**config.mk**
```make
export PLATFORM = sky130hd
export DESIGN_NAME = olc_regs
export DESIGN_NICKNAME = d
export VERILOG_FILES = /design/src/verilog/olc_pkg.sv /design/src/verilog/olc_div.sv /design/src/verilog/olc_chan.sv /design/src/verilog/olc_regs.sv
export SDC_FILE = /design/constraint.sdc
export NUM_CORES = 1
export LEC_CHECK = 0
export ABC_AREA = 1
export BUFFER_PORTS_ARGS = -buffer_cell sky130_fd_sc_hd__buf_2
export CORE_AREA = 2 2 101 103
export DETAILED_ROUTE_END_ITERATION = 12
export DIE_AREA = 0 0 103 105
export MAX_ROUTING_LAYER = met4
export PLACE_DENSITY = 0.9
export SYNTH_ARGS = -nofsm -noshare
export SYNTH_HDL_FRONTEND = slang
export SYNTH_HIERARCHICAL = 1
export SYNTH_SLANG_ARGS = --single-unit
```
**constraint.sdc**
```tcl
create_clock -name ref_clk_i -period 2.7 [get_ports ref_clk_i]
set_input_delay 0.135 -clock ref_clk_i [delete_from_list [all_inputs] [get_ports ref_clk_i]]
set_output_delay 0.135 -clock ref_clk_i [all_outputs]
set_load 0.005 [all_outputs]
```
**src/verilog/olc_pkg.sv**
```systemverilog
`default_nettype none
package olc_pkg;
    // Register indices; byte address is index times four
    localparam logic [7:0] OLC_IDX_PWDN = 8'h1E;
    localparam logic [7:0] OLC_IDX_CH0  = 8'h1F;
    localparam logic [7:0] OLC_IDX_CH1  = 8'h20;
    localparam logic [7:0] OLC_IDX_DIV  = 8'h21;
    localparam int         OLC_WIDX_HI  = 9;
    localparam int         OLC_WIDX_LO  = 2;
    localparam int         OLC_ADDR_HI  = 31;
    localparam int         OLC_ADDR_TOP = 10;

    // Control register field positions
    localparam int OLC_RSV7_BIT = 7;
    localparam int OLC_FMT_HI   = 6;
    localparam int OLC_FMT_LO   = 5;
    localparam int OLC_M1_HI    = 4;
    localparam int OLC_M1_LO    = 3;
    localparam int OLC_M2_HI    = 2;
    localparam int OLC_M2_LO    = 1;
    localparam int OLC_PWDN_BIT = 0;

    // Reset values
    localparam logic [1:0] OLC_FMT_RST  = 2'h1;
    localparam logic [1:0] OLC_M1_RST   = 2'h2;
    localparam logic [1:0] OLC_M2_RST   = 2'h0;
    localparam logic       OLC_RSV7_RST = 1'h1;
    localparam logic [7:0] OLC_DIV_RST  = 8'h01;
    localparam logic       OLC_PWDN_RST = 1'h0;

    typedef enum logic [1:0] {
        OLC_FMT_OFF  = 2'h0,
        OLC_FMT_DIFF = 2'h1,
        OLC_FMT_HCSL = 2'h2,
        OLC_FMT_CMOS = 2'h3
    } olc_fmt_t;

    // Mode codes: CMOS pin behaviour, diff current and load
    localparam logic [1:0] OLC_PIN_TRI  = 2'h0;
    localparam logic [1:0] OLC_PIN_LOW  = 2'h1;
    localparam logic [1:0] OLC_PIN_INV  = 2'h2;
    localparam logic [1:0] OLC_PIN_TRUE = 2'h3;
    localparam logic [4:0] OLC_MA_4     = 5'h04;
    localparam logic [4:0] OLC_MA_6     = 5'h06;
    localparam logic [4:0] OLC_MA_8     = 5'h08;
    localparam logic [4:0] OLC_MA_16    = 5'h10;
    localparam logic [7:0] OLC_OHM_50   = 8'h32;
    localparam logic [7:0] OLC_OHM_100  = 8'h64;
    localparam logic [7:0] OLC_OHM_200  = 8'hC8;
    localparam int         OLC_NCH      = 2;
endpackage
`default_nettype wire

```
**src/verilog/olc_div.sv**
```systemverilog
`timescale 1ns/10ps
`default_nettype none
module olc_div
    import olc_pkg::*;
(
    input  wire logic       ref_clk_i,
    input  wire logic       rst_n_i,
    input  wire logic [7:0] div_val_i,
    input  wire logic       pwdn_i,
    output logic            phase_o,
    output logic            tick_o
);
    typedef struct packed {
        logic [7:0] cnt;
        logic       phase;
        logic       tick;
    } olc_div_st_t;

    olc_div_st_t st_r;
    olc_div_st_t st_nxt;
    logic [8:0]  half;

    always_comb
    begin
        st_nxt = st_r;
        half   = ({1'b0, div_val_i} + 9'h001) >> 1;
        if (pwdn_i)
        begin
            st_nxt = '0;
        end
        else
        begin
            // Ratio is field plus one, odd ratios allowed
            if (st_r.cnt >= div_val_i)
                st_nxt.cnt = 8'h00;
            else
                st_nxt.cnt = st_r.cnt + 8'h01;
            st_nxt.tick  = (st_nxt.cnt == 8'h00);
            st_nxt.phase = ({1'b0, st_nxt.cnt} < half);
        end
    end

    always_ff @(posedge ref_clk_i or negedge rst_n_i)
    begin
        if (!rst_n_i)
            st_r <= '0;
        else
            st_r <= st_nxt;
    end

    assign phase_o = st_r.phase;
    assign tick_o  = st_r.tick;
endmodule
`default_nettype wire

```
**src/verilog/olc_chan.sv**
```systemverilog
`timescale 1ns/10ps
`default_nettype none
module olc_chan
    import olc_pkg::*;
(
    input  wire logic       ref_clk_i,
    input  wire logic       rst_n_i,
    input  wire logic [1:0] fmt_i,
    input  wire logic [1:0] m1_i,
    input  wire logic [1:0] m2_i,
    input  wire logic       pwdn_i,
    input  wire logic       phase_i,
    output logic            buf_en_o,
    output logic            mux_en_o,
    output logic [4:0]      tail_ma_o,
    output logic [7:0]      rload_ohm_o,
    output logic            p_oe_o,
    output logic            p_o,
    output logic            n_oe_o,
    output logic            n_o
);
    typedef struct packed {
        logic       buf_en;
        logic       mux_en;
        logic [4:0] tail;
        logic [7:0] rload;
        logic       p_oe;
        logic       p;
        logic       n_oe;
        logic       n;
    } olc_chan_st_t;

    olc_chan_st_t st_r;
    olc_chan_st_t st_nxt;
    olc_fmt_t     fmt;

    always_comb
    begin
        st_nxt        = '0;
        fmt           = olc_fmt_t'(fmt_i);
        st_nxt.buf_en = (fmt != OLC_FMT_OFF);
        st_nxt.mux_en = !pwdn_i && (fmt != OLC_FMT_OFF);
        case (fmt)
            OLC_FMT_DIFF, OLC_FMT_HCSL:
            begin
                case (m1_i)
                    2'h0:    st_nxt.tail = OLC_MA_4;
                    2'h1:    st_nxt.tail = OLC_MA_6;
                    2'h2:    st_nxt.tail = OLC_MA_8;
                    default: st_nxt.tail = (fmt == OLC_FMT_HCSL) ? OLC_MA_16 : OLC_MA_8;
                endcase
                if (fmt == OLC_FMT_HCSL)
                begin
                    case (m2_i)
                        2'h0:    st_nxt.rload = 8'h00;
                        2'h1:    st_nxt.rload = OLC_OHM_50;
                        2'h2:    st_nxt.rload = OLC_OHM_100;
                        default: st_nxt.rload = OLC_OHM_200;
                    endcase
                end
            end
            OLC_FMT_CMOS:
            begin
                // Each pin: tri, low, inverted clock or true clock
                st_nxt.p_oe = (m1_i != OLC_PIN_TRI);
                st_nxt.p    = (m1_i == OLC_PIN_TRUE) ? phase_i :
                              (m1_i == OLC_PIN_INV) ? !phase_i : 1'b0;
                st_nxt.n_oe = (m2_i != OLC_PIN_TRI);
                st_nxt.n    = (m2_i == OLC_PIN_TRUE) ? phase_i :
                              (m2_i == OLC_PIN_INV) ? !phase_i : 1'b0;
            end
            default:
            begin
                st_nxt = '0;
            end
        endcase
    end

    always_ff @(posedge ref_clk_i or negedge rst_n_i)
    begin
        if (!rst_n_i)
            st_r <= '0;
        else
            st_r <= st_nxt;
    end

    assign buf_en_o    = st_r.buf_en;
    assign mux_en_o    = st_r.mux_en;
    assign tail_ma_o   = st_r.tail;
    assign rload_ohm_o = st_r.rload;
    assign p_oe_o      = st_r.p_oe;
    assign p_o         = st_r.p;
    assign n_oe_o      = st_r.n_oe;
    assign n_o         = st_r.n;
endmodule
`default_nettype wire

```
**src/verilog/olc_regs.sv**
```systemverilog
`timescale 1ns/10ps
`default_nettype none
module olc_regs
    import olc_pkg::*;
(
    input  wire logic        ref_clk_i,
    input  wire logic        rst_n_i,
    input  wire logic        hsel_i,
    input  wire logic [31:0] haddr_i,
    input  wire logic [1:0]  htrans_i,
    input  wire logic        hwrite_i,
    input  wire logic [2:0]  hsize_i,
    input  wire logic [31:0] hwdata_i,
    input  wire logic        hready_i,
    output logic             hreadyout_o,
    output logic             hresp_o,
    output logic [31:0]      hrdata_o,
    output logic [1:0]       ch_fmt_o [OLC_NCH],
    output logic [7:0]       div_val_o,
    output logic             pwdn_o,
    output logic             div_phase_o,
    output logic             div_tick_o,
    output logic [1:0]       buf_en_o,
    output logic [1:0]       mux_en_o,
    output logic [4:0]       tail_ma_o [OLC_NCH],
    output logic [7:0]       rload_ohm_o [OLC_NCH],
    output logic [1:0]       p_oe_o,
    output logic [1:0]       p_o,
    output logic [1:0]       n_oe_o,
    output logic [1:0]       n_o
);
    typedef struct packed {
        logic       ch0_rsv7;
        logic [1:0] ch0_fmt;
        logic [1:0] ch0_m1;
        logic [1:0] ch0_m2;
        logic [1:0] ch1_fmt;
        logic [1:0] ch1_m1;
        logic [1:0] ch1_m2;
        logic [7:0] div;
        logic       pwdn;
        logic       wr_pend;
        logic [7:0] wr_idx;
        logic [31:0] rdata;
        logic       readyout;
    } olc_regs_st_t;

    olc_regs_st_t st_r;
    olc_regs_st_t st_nxt;
    logic         addr_ok;
    logic [7:0]   widx;
    logic         take;
    logic [7:0]   wb;

    always_comb
    begin
        st_nxt  = st_r;
        wb      = hwdata_i[7:0];
        widx    = haddr_i[OLC_WIDX_HI:OLC_WIDX_LO];
        addr_ok = (haddr_i[OLC_ADDR_HI:OLC_ADDR_TOP] == '0);
        take    = hsel_i && hready_i && htrans_i[1];

        // Data phase of a write commits this cycle
        if (st_r.wr_pend)
        begin
            case (st_r.wr_idx)
                OLC_IDX_CH0:
                begin
                    st_nxt.ch0_rsv7 = wb[OLC_RSV7_BIT];
                    st_nxt.ch0_fmt  = wb[OLC_FMT_HI:OLC_FMT_LO];
                    st_nxt.ch0_m1   = wb[OLC_M1_HI:OLC_M1_LO];
                    st_nxt.ch0_m2   = wb[OLC_M2_HI:OLC_M2_LO];
                end
                OLC_IDX_CH1:
                begin
                    st_nxt.ch1_fmt = wb[OLC_FMT_HI:OLC_FMT_LO];
                    st_nxt.ch1_m1  = wb[OLC_M1_HI:OLC_M1_LO];
                    st_nxt.ch1_m2  = wb[OLC_M2_HI:OLC_M2_LO];
                end
                OLC_IDX_DIV:
                begin
                    st_nxt.div = wb;
                end
                OLC_IDX_PWDN:
                begin
                    st_nxt.pwdn = wb[OLC_PWDN_BIT];
                end
                default:
                begin
                    st_nxt.wr_idx = st_r.wr_idx;
                end
            endcase
        end

        st_nxt.wr_pend  = take && hwrite_i && addr_ok;
        st_nxt.wr_idx   = widx;
        st_nxt.readyout = 1'b1;

        // Read data built from post-write values so back-to-back reads see new data
        if (take && !hwrite_i)
        begin
            st_nxt.rdata = 32'h0000_0000;
            if (addr_ok)
            begin
                case (widx)
                    OLC_IDX_CH0:
                    begin
                        st_nxt.rdata[OLC_RSV7_BIT]          = st_nxt.ch0_rsv7;
                        st_nxt.rdata[OLC_FMT_HI:OLC_FMT_LO] = st_nxt.ch0_fmt;
                        st_nxt.rdata[OLC_M1_HI:OLC_M1_LO]   = st_nxt.ch0_m1;
                        st_nxt.rdata[OLC_M2_HI:OLC_M2_LO]   = st_nxt.ch0_m2;
                    end
                    OLC_IDX_CH1:
                    begin
                        st_nxt.rdata[OLC_FMT_HI:OLC_FMT_LO] = st_nxt.ch1_fmt;
                        st_nxt.rdata[OLC_M1_HI:OLC_M1_LO]   = st_nxt.ch1_m1;
                        st_nxt.rdata[OLC_M2_HI:OLC_M2_LO]   = st_nxt.ch1_m2;
                    end
                    OLC_IDX_DIV:
                    begin
                        st_nxt.rdata[7:0] = st_nxt.div;
                    end
                    OLC_IDX_PWDN:
                    begin
                        st_nxt.rdata[OLC_PWDN_BIT] = st_nxt.pwdn;
                    end
                    default:
                    begin
                        st_nxt.rdata = 32'h0000_0000;
                    end
                endcase
            end
        end
    end

    always_ff @(posedge ref_clk_i or negedge rst_n_i)
    begin
        if (!rst_n_i)
        begin
            st_r          <= '0;
            st_r.ch0_rsv7 <= OLC_RSV7_RST;
            st_r.ch0_fmt  <= OLC_FMT_RST;
            st_r.ch0_m1   <= OLC_M1_RST;
            st_r.ch0_m2   <= OLC_M2_RST;
            st_r.ch1_fmt  <= OLC_FMT_RST;
            st_r.ch1_m1   <= OLC_M1_RST;
            st_r.ch1_m2   <= OLC_M2_RST;
            st_r.div      <= OLC_DIV_RST;
            st_r.pwdn     <= OLC_PWDN_RST;
            st_r.readyout <= 1'b1;
        end
        else
        begin
            st_r <= st_nxt;
        end
    end

    // One divider feeds both channels
    olc_div u_div (
        .ref_clk_i (ref_clk_i),
        .rst_n_i   (rst_n_i),
        .div_val_i (st_r.div),
        .pwdn_i    (st_r.pwdn),
        .phase_o   (div_phase_o),
        .tick_o    (div_tick_o)
    );

    logic [1:0] fmt_a [OLC_NCH];
    logic [1:0] m1_a  [OLC_NCH];
    logic [1:0] m2_a  [OLC_NCH];

    assign fmt_a[0] = st_r.ch0_fmt;
    assign fmt_a[1] = st_r.ch1_fmt;
    assign m1_a[0]  = st_r.ch0_m1;
    assign m1_a[1]  = st_r.ch1_m1;
    assign m2_a[0]  = st_r.ch0_m2;
    assign m2_a[1]  = st_r.ch1_m2;

    genvar gi;
    generate
        for (gi = 0; gi < OLC_NCH; gi++)
        begin : g_ch
            olc_chan u_chan (
                .ref_clk_i   (ref_clk_i),
                .rst_n_i     (rst_n_i),
                .fmt_i       (fmt_a[gi]),
                .m1_i        (m1_a[gi]),
                .m2_i        (m2_a[gi]),
                .pwdn_i      (st_r.pwdn),
                .phase_i     (div_phase_o),
                .buf_en_o    (buf_en_o[gi]),
                .mux_en_o    (mux_en_o[gi]),
                .tail_ma_o   (tail_ma_o[gi]),
                .rload_ohm_o (rload_ohm_o[gi]),
                .p_oe_o      (p_oe_o[gi]),
                .p_o         (p_o[gi]),
                .n_oe_o      (n_oe_o[gi]),
                .n_o         (n_o[gi])
            );
        end
    endgenerate

    assign ch_fmt_o[0] = st_r.ch0_fmt;
    assign ch_fmt_o[1] = st_r.ch1_fmt;
    assign div_val_o   = st_r.div;
    assign pwdn_o      = st_r.pwdn;
    assign hreadyout_o = st_r.readyout;
    // Only OKAY responses exist in this slave
    assign hresp_o     = 1'b0;
    assign hrdata_o    = st_r.rdata;
endmodule
`default_nettype wire

```
Yosys cells after proc, flatten, opt, wreduce, memory -nomap -nowiden
Index checks and enable logic that the tools add are counted.
Widths: inputs -> output; s select.
{ "classes": {"n_addsub": 2, "n_lt_le_gt_ge": 2, "n_eq_ne": 26, "mux": 34, "reduce_logical": 26} }
{ "ops": {"columns": ["cell", "n"], "rows": [
  ["$mux 8", 6],
  ["$pmux 8 s3", 2],
  ["$eq 8x5->1 const B", 4],
  ["$eq 8x6->1 const B", 4],
  ["$pmux 5 s3", 2],
  ["$mux 13", 2],
  ["$eq 2x2->1 const B", 12],
  ["$logic_not 22->1", 1],
  ["$mux 22", 1],
  ["$pmux 6 s3", 1],
  ["$eq 2x1->1 const B", 6],
  ["$reduce_bool 2->1", 6],
  ["$mux 10", 1],
  ["$mux 5", 2],
  ["$add 8x1->9 const B", 1],
  ["$mux 1", 9],
  ["$add 8x1->8 const B", 1],
  ["$ge 8x8->1", 1],
  ["$logic_not 2->1", 4],
  ["$logic_not 8->1", 1],
  ["$lt 8x8->1", 1],
  ["$mux 4", 2],
  ["$logic_and 1x1->1", 7],
  ["$mux 7", 1],
  ["6 further kinds", 12]
]} }
{ "totals": {"register_bits": 111, "input_bits": 74, "output_inout_bits": 87, "elab_cells": 121} }

Logic depth before layout (Yosys ltp)
{ "logic_depth": {"depth_word": 5, "mapped_depth": 18} }

Modules after synthesis
Netlist, hierarchy kept.
{ "modules_own_cells": {"columns": ["mod", "n_inst", "cells_per_inst", "area_per_inst_um2", "seq_area_each_um2"], "rows": [
  ["olc_regs", 1, 290, 2429.8, 983.4],
  ["olc_chan", 2, 67, 686.9, 375.4],
  ["olc_div", 1, 138, 1013.5, 250.2]
]} }

Worst setup path before layout
Ideal clock, no wire load.
{ "synth_timing": {"path_type": "register to register", "startpoint": "reg st_r, in the netlist div_val_o[7]", "endpoint": "reg u_div.st_r, in the netlist u_div/phase_o", "setup_time_ns": 0.077, "t_arrival_ns": 1.946, "path_slack_ns": 0.677, "stages_incl_launch_ff": 15, "path_buffers": 0, "synth_period_minus_slack_ns": 2.023, "cell_sequence": "dfrtp_1 -> inv_1 -> ha_1 -> a21o_1 -> nor2_2 -> nand3_4 -> inv_2 -> nand3_2 -> inv_1 -> ha_1 -> nand2_1 -> inv_1 -> nand2_1 -> nand4_1 -> a21oi_1"} }
{ "synth_rtl": {"columns": ["item", "line", "text"], "rows": [
  ["from (decl)", "olc_regs.sv:48", "olc_regs_st_t st_r;"],
  ["from (signal assigned)", "olc_regs.sv:154", "st_r <= st_nxt;"],
  ["to (signal assigned)", "olc_div.sv:48", "st_r <= st_nxt;"],
  ["to (decl)", "olc_div.sv:19", "olc_div_st_t st_r;"]
]} }

==> flow_summary_export.csv <==
group,metric,value,unit
floorplan,placement_row_count,36,
routing,wirelength_met1,4250,um
sta,tightestPinTransition,0.964,ns
sta,timing.clock.skew,0.0113,ns
routing,met2_length,4870,um
logic_synthesis,synth-simple-area-share,28.5,%
routing,final_antenna_net_count,0,
finish,finish.utilization,56.8,%
logic_synthesis,synth_mux_area_share,0,%
floorplan,start_util,50.0,%
run,drv_cap,0,
grt,grt-ovfl-total,0,
clock_tree,clk-insertion-delay-late,0.36,ns
grt,grt_max_degree,80,
logic_synthesis,synthDistinctLibCells,37,
finish,num_antenna_cells,0,
sta,setup_violations_final,0,
logic_synthesis,synth-async-reset-ratio,100,%
setup_path,crit_fanout,6,
grt,grt_antenna_before_repair,0,
sta,drv_slew,0,
grt,grtUsageTotal,19.5,%
logic_synthesis,synth.avg_cell_area,8.57,um2
setup_path,setup.worst_path.start_class,"flip-flop",
place,place.port_buffers,100,
outcome,status,"completed",
logic_synthesis,combinational_family_with_the_most_area_after_synthesis,"simple AND/OR/NAND/NOR gates",
finish,post_route_cells_drive_above_1_share,24.5,%
sta,grt_setup_unrepaired,"false",
sta,setup_total_negative_slack,0,ns
setup_path,critical-path-max-stage-delay,0.42,ns
sta,achievable-frequency,435,MHz
logic_synthesis,syn-cell-area,4820,um2
clock_tree,level_count_of_the_clock_h_tree,3,
finish,layout.nets,763,
clock_tree,clock_sinks,79,
grt,grt_first_pass_wirelength,16000,um
finish,layoutNonFillerInstCount,790,
floorplan,design.die.area,10800,um2
floorplan,fp.dieW,103,um
logic_synthesis,synth_adder_area_share,9.61,%
clock_tree,post_cts_sizing,0,
setup_path,data_required_time_at_the_worst_endpoint,2.99,ns
clock_tree,cts-hold-fix-buffers,9,
routing,post_drt_wl_per_cell,12.2,um
setup_path,worst_ep_arrival,2.58,ns
sta,min_period_over_period,85.1,%
logic_synthesis,synth-edff-count,0,
routing,post-route-drc-count,0,
setup_path,end_kind,"flip-flop",
logic_synthesis,synth_compound_area_share,3.84,%
sta,slew_headroom,35.7,%
clock_tree,setup_fix_buffers_added_after_clock_tree_synthesis,0,
routing,wl,9670,um
setup_path,r2r_slack,0.40,ns
routing,drt-pass1-iter-count,5,
finish,syn2layout_area_growth,13.6,%
sta,timing.final.ws_setup,0.402,ns
logic_synthesis,synth_seq_cells,79,
logic_synthesis,synth-xor-area-share,1.45,%
logic_synthesis,total_of_warnings_raised_by_yosys,6,
routing,dr.max_layer_used,"met4",
power,power.density,418,nW/um2
sta,hold_viol_final,0,
min_path,worstHoldPathType,"primary input to flip-flop",
finish,mostFrequentLayoutCells,"101 x sky130_fd_sc_hd__nand2_1, 99 x sky130_fd_sc_hd__buf_2, 73 x sky130_fd_sc_hd__inv_1, 73 x sky130_fd_sc_hd__dfrtp_1, 55 x sky130_fd_sc_hd__nor2_1",
logic_synthesis,ys.flop_type,"sky130_fd_sc_hd__dfrtp_1",
clock_tree,numCtsBuffers,9,
place,preCtsSetupSlack,0.436,ns
place,numPlacedInstances,765,
setup_path,crit_chain,"inv_1 > ha_1 > a21o_1 > nor2_2 > nand3_4 > inv_2 > nand3_2 > inv_1 > ha_1 > nand2_1 > inv_1 > nand3_1 > nand4_1 > a21oi_1",
routing,num_vias,3640,
sta,layout_min_cycle_time,2.30,ns
clock_tree,clkSlewWorstSetupHoldPaths,0.08,ns
floorplan,die_h,105,um
place,post-dp-hpwl,7600,um
place,routability_congestion_estimate_from_global_placement,0.864,
power,peak_ir_drop_on_the_vdd_network,0.234,mV
routing,met3WireLength,437,um
floorplan,floorplan.io_pins,161,
grt,first_global_vias,3513,
power,power.leakage,2.98,nW
setup_path,crit_type,"flip-flop to flip-flop",
power,total_power,2.29,mW
floorplan,core,9640,um2
setup_path,largest_delay_contributor_family_on_the_critical_path,"simple AND/OR/NAND/NOR gates",
finish,most_common_cell_after_layout_fill_and_taps_aside,"sky130_fd_sc_hd__nand2_1",
routing,route.detailed.vias_per_inst,4.61,
setup_path,path_buf_inv,4,
setup_path,worst_path_max_delay_cell,"sky130_fd_sc_hd__dfrtp_1",
clock_tree,tritoncts,"built",
setup_path,crit_path_frequent_cell,"sky130_fd_sc_hd__inv_1",
clock_tree,longest_clk_path_bufs,2,
routing,drtIter0Drc,240,
clock_tree,clk_root_buffer_cell,"sky130_fd_sc_hd__clkbuf_8",
logic_synthesis,synth_seq_area_share,41.2,%
logic_synthesis,post_synth_inst_count,562,
[through the flow]
step / cell area [um2] / hold WS, ns
after floorplan: 4910 / -0.161
after global placement: 5160 / 0.258
after detailed placement: 5160 / 0.261
after CTS: 5470 / 0.0206
after global routing: 5470 / 0.0347
final: 5470 / 0.0330
[routing by layer]
layer / track usage, % / vias to the layer above
met2: 32.4 / 110
met5: - / -
met3: 3.14 / 9
met4: 6.02 / 0
li1: - / 1859
met1: 24.2 / 1662
[area by class of cell]
class                   count  area, um2
fillers                   896       4170
multi-input cells         374       2210
flip-flops and latches     79       1980
repair buffers            110        601
inverters                  78        293
well taps                 133        166
clock buffers              11        141
clock inverters             5       82.6
[Yosys cell counts (all sizes together), types with 3 or more instances]
| library cell | count | area, um2 |
|---|---|---|
| o21ai | 3 | 15.0 |
| nor3 | 12 | 92.6 |
| clkinv | 3 | 11.3 |
| inv | 75 | 282 |
| dfrtp | 73 | 1830 |
| nand2 | 105 | 409 |
| o21bai | 15 | 113 |
| buf | 56 | 428 |
| conb | 4 | 15.0 |
| and3 | 3 | 21.3 |
| nand3 | 44 | 283 |
| nor2 | 69 | 332 |
| nand4 | 15 | 93.8 |
| and2 | 20 | 130 |
| xor2 | 7 | 61.3 |
| ha | 37 | 463 |
| a21oi | 10 | 50.1 |
| dfstp | 6 | 158 |
[worst paths after layout]
check,depth (start not counted),from,endpoint
max,14,div_val_o[7],u_div/phase_o
min,3,hready_i,st_r[41]
max reg2reg,14,div_val_o[7],u_div/phase_o
min reg2reg,1,m1_a[2],g_ch[0].u_chan/tail_ma_o[3]
max in group asynchronous,2,rst_n_i,u_div/st_r[7]
min in group asynchronous,2,rst_n_i,g_ch[0].u_chan/p_o
[kinds of logic after synthesis]
kind of cell	Yosys count
AOI/OAI and AO/OA	29
DFF	79
buffers and inverters	135
xor gates and xnor gates	8
and+or+nand+nor	270
adders and majority gates	37
other	4
[where the power goes]
group | internal, mW | total, mW | leakage (nW) | switching [mW]
clock | 0.548 | 0.979 | 0.113 | 0.431
combinational | 0.0392 | 0.113 | 1.81 | 0.0734
sequential | 1.19 | 1.19 | 1.06 | 0.00619
total | 1.78 | 2.29 | 2.98 | 0.511
[flip-flops by register name, indices dropped and copies added, names as in the netlist, 2 cells and up]
| register | cells |
|---|---|
| g_ch.u_chan/tail_ma_o | 8 |
| div_val_o | 8 |
| m2_a | 4 |
| ch_fmt_o | 4 |
| g_ch.u_chan/mux_en_o | 2 |
| u_div/st_r | 8 |
| g_ch.u_chan/p_o | 2 |
| m1_a | 4 |
| g_ch.u_chan/p_oe_o | 2 |
| hrdata_o | 8 |
| g_ch.u_chan/n_o | 2 |
| g_ch.u_chan/buf_en_o | 2 |
| g_ch.u_chan/n_oe_o | 2 |
| st_r | 10 |
| g_ch.u_chan/rload_ohm_o | 10 |
[worst min-delay path: cells and delay by family]
| kind | cells | cell delay [ns] |
|---|---|---|
| buffers and inverters | 1 | 0.09 |
| AND/OR/NAND/NOR | 2 | 0.12 |
Power figures use the tool's default switching activity.
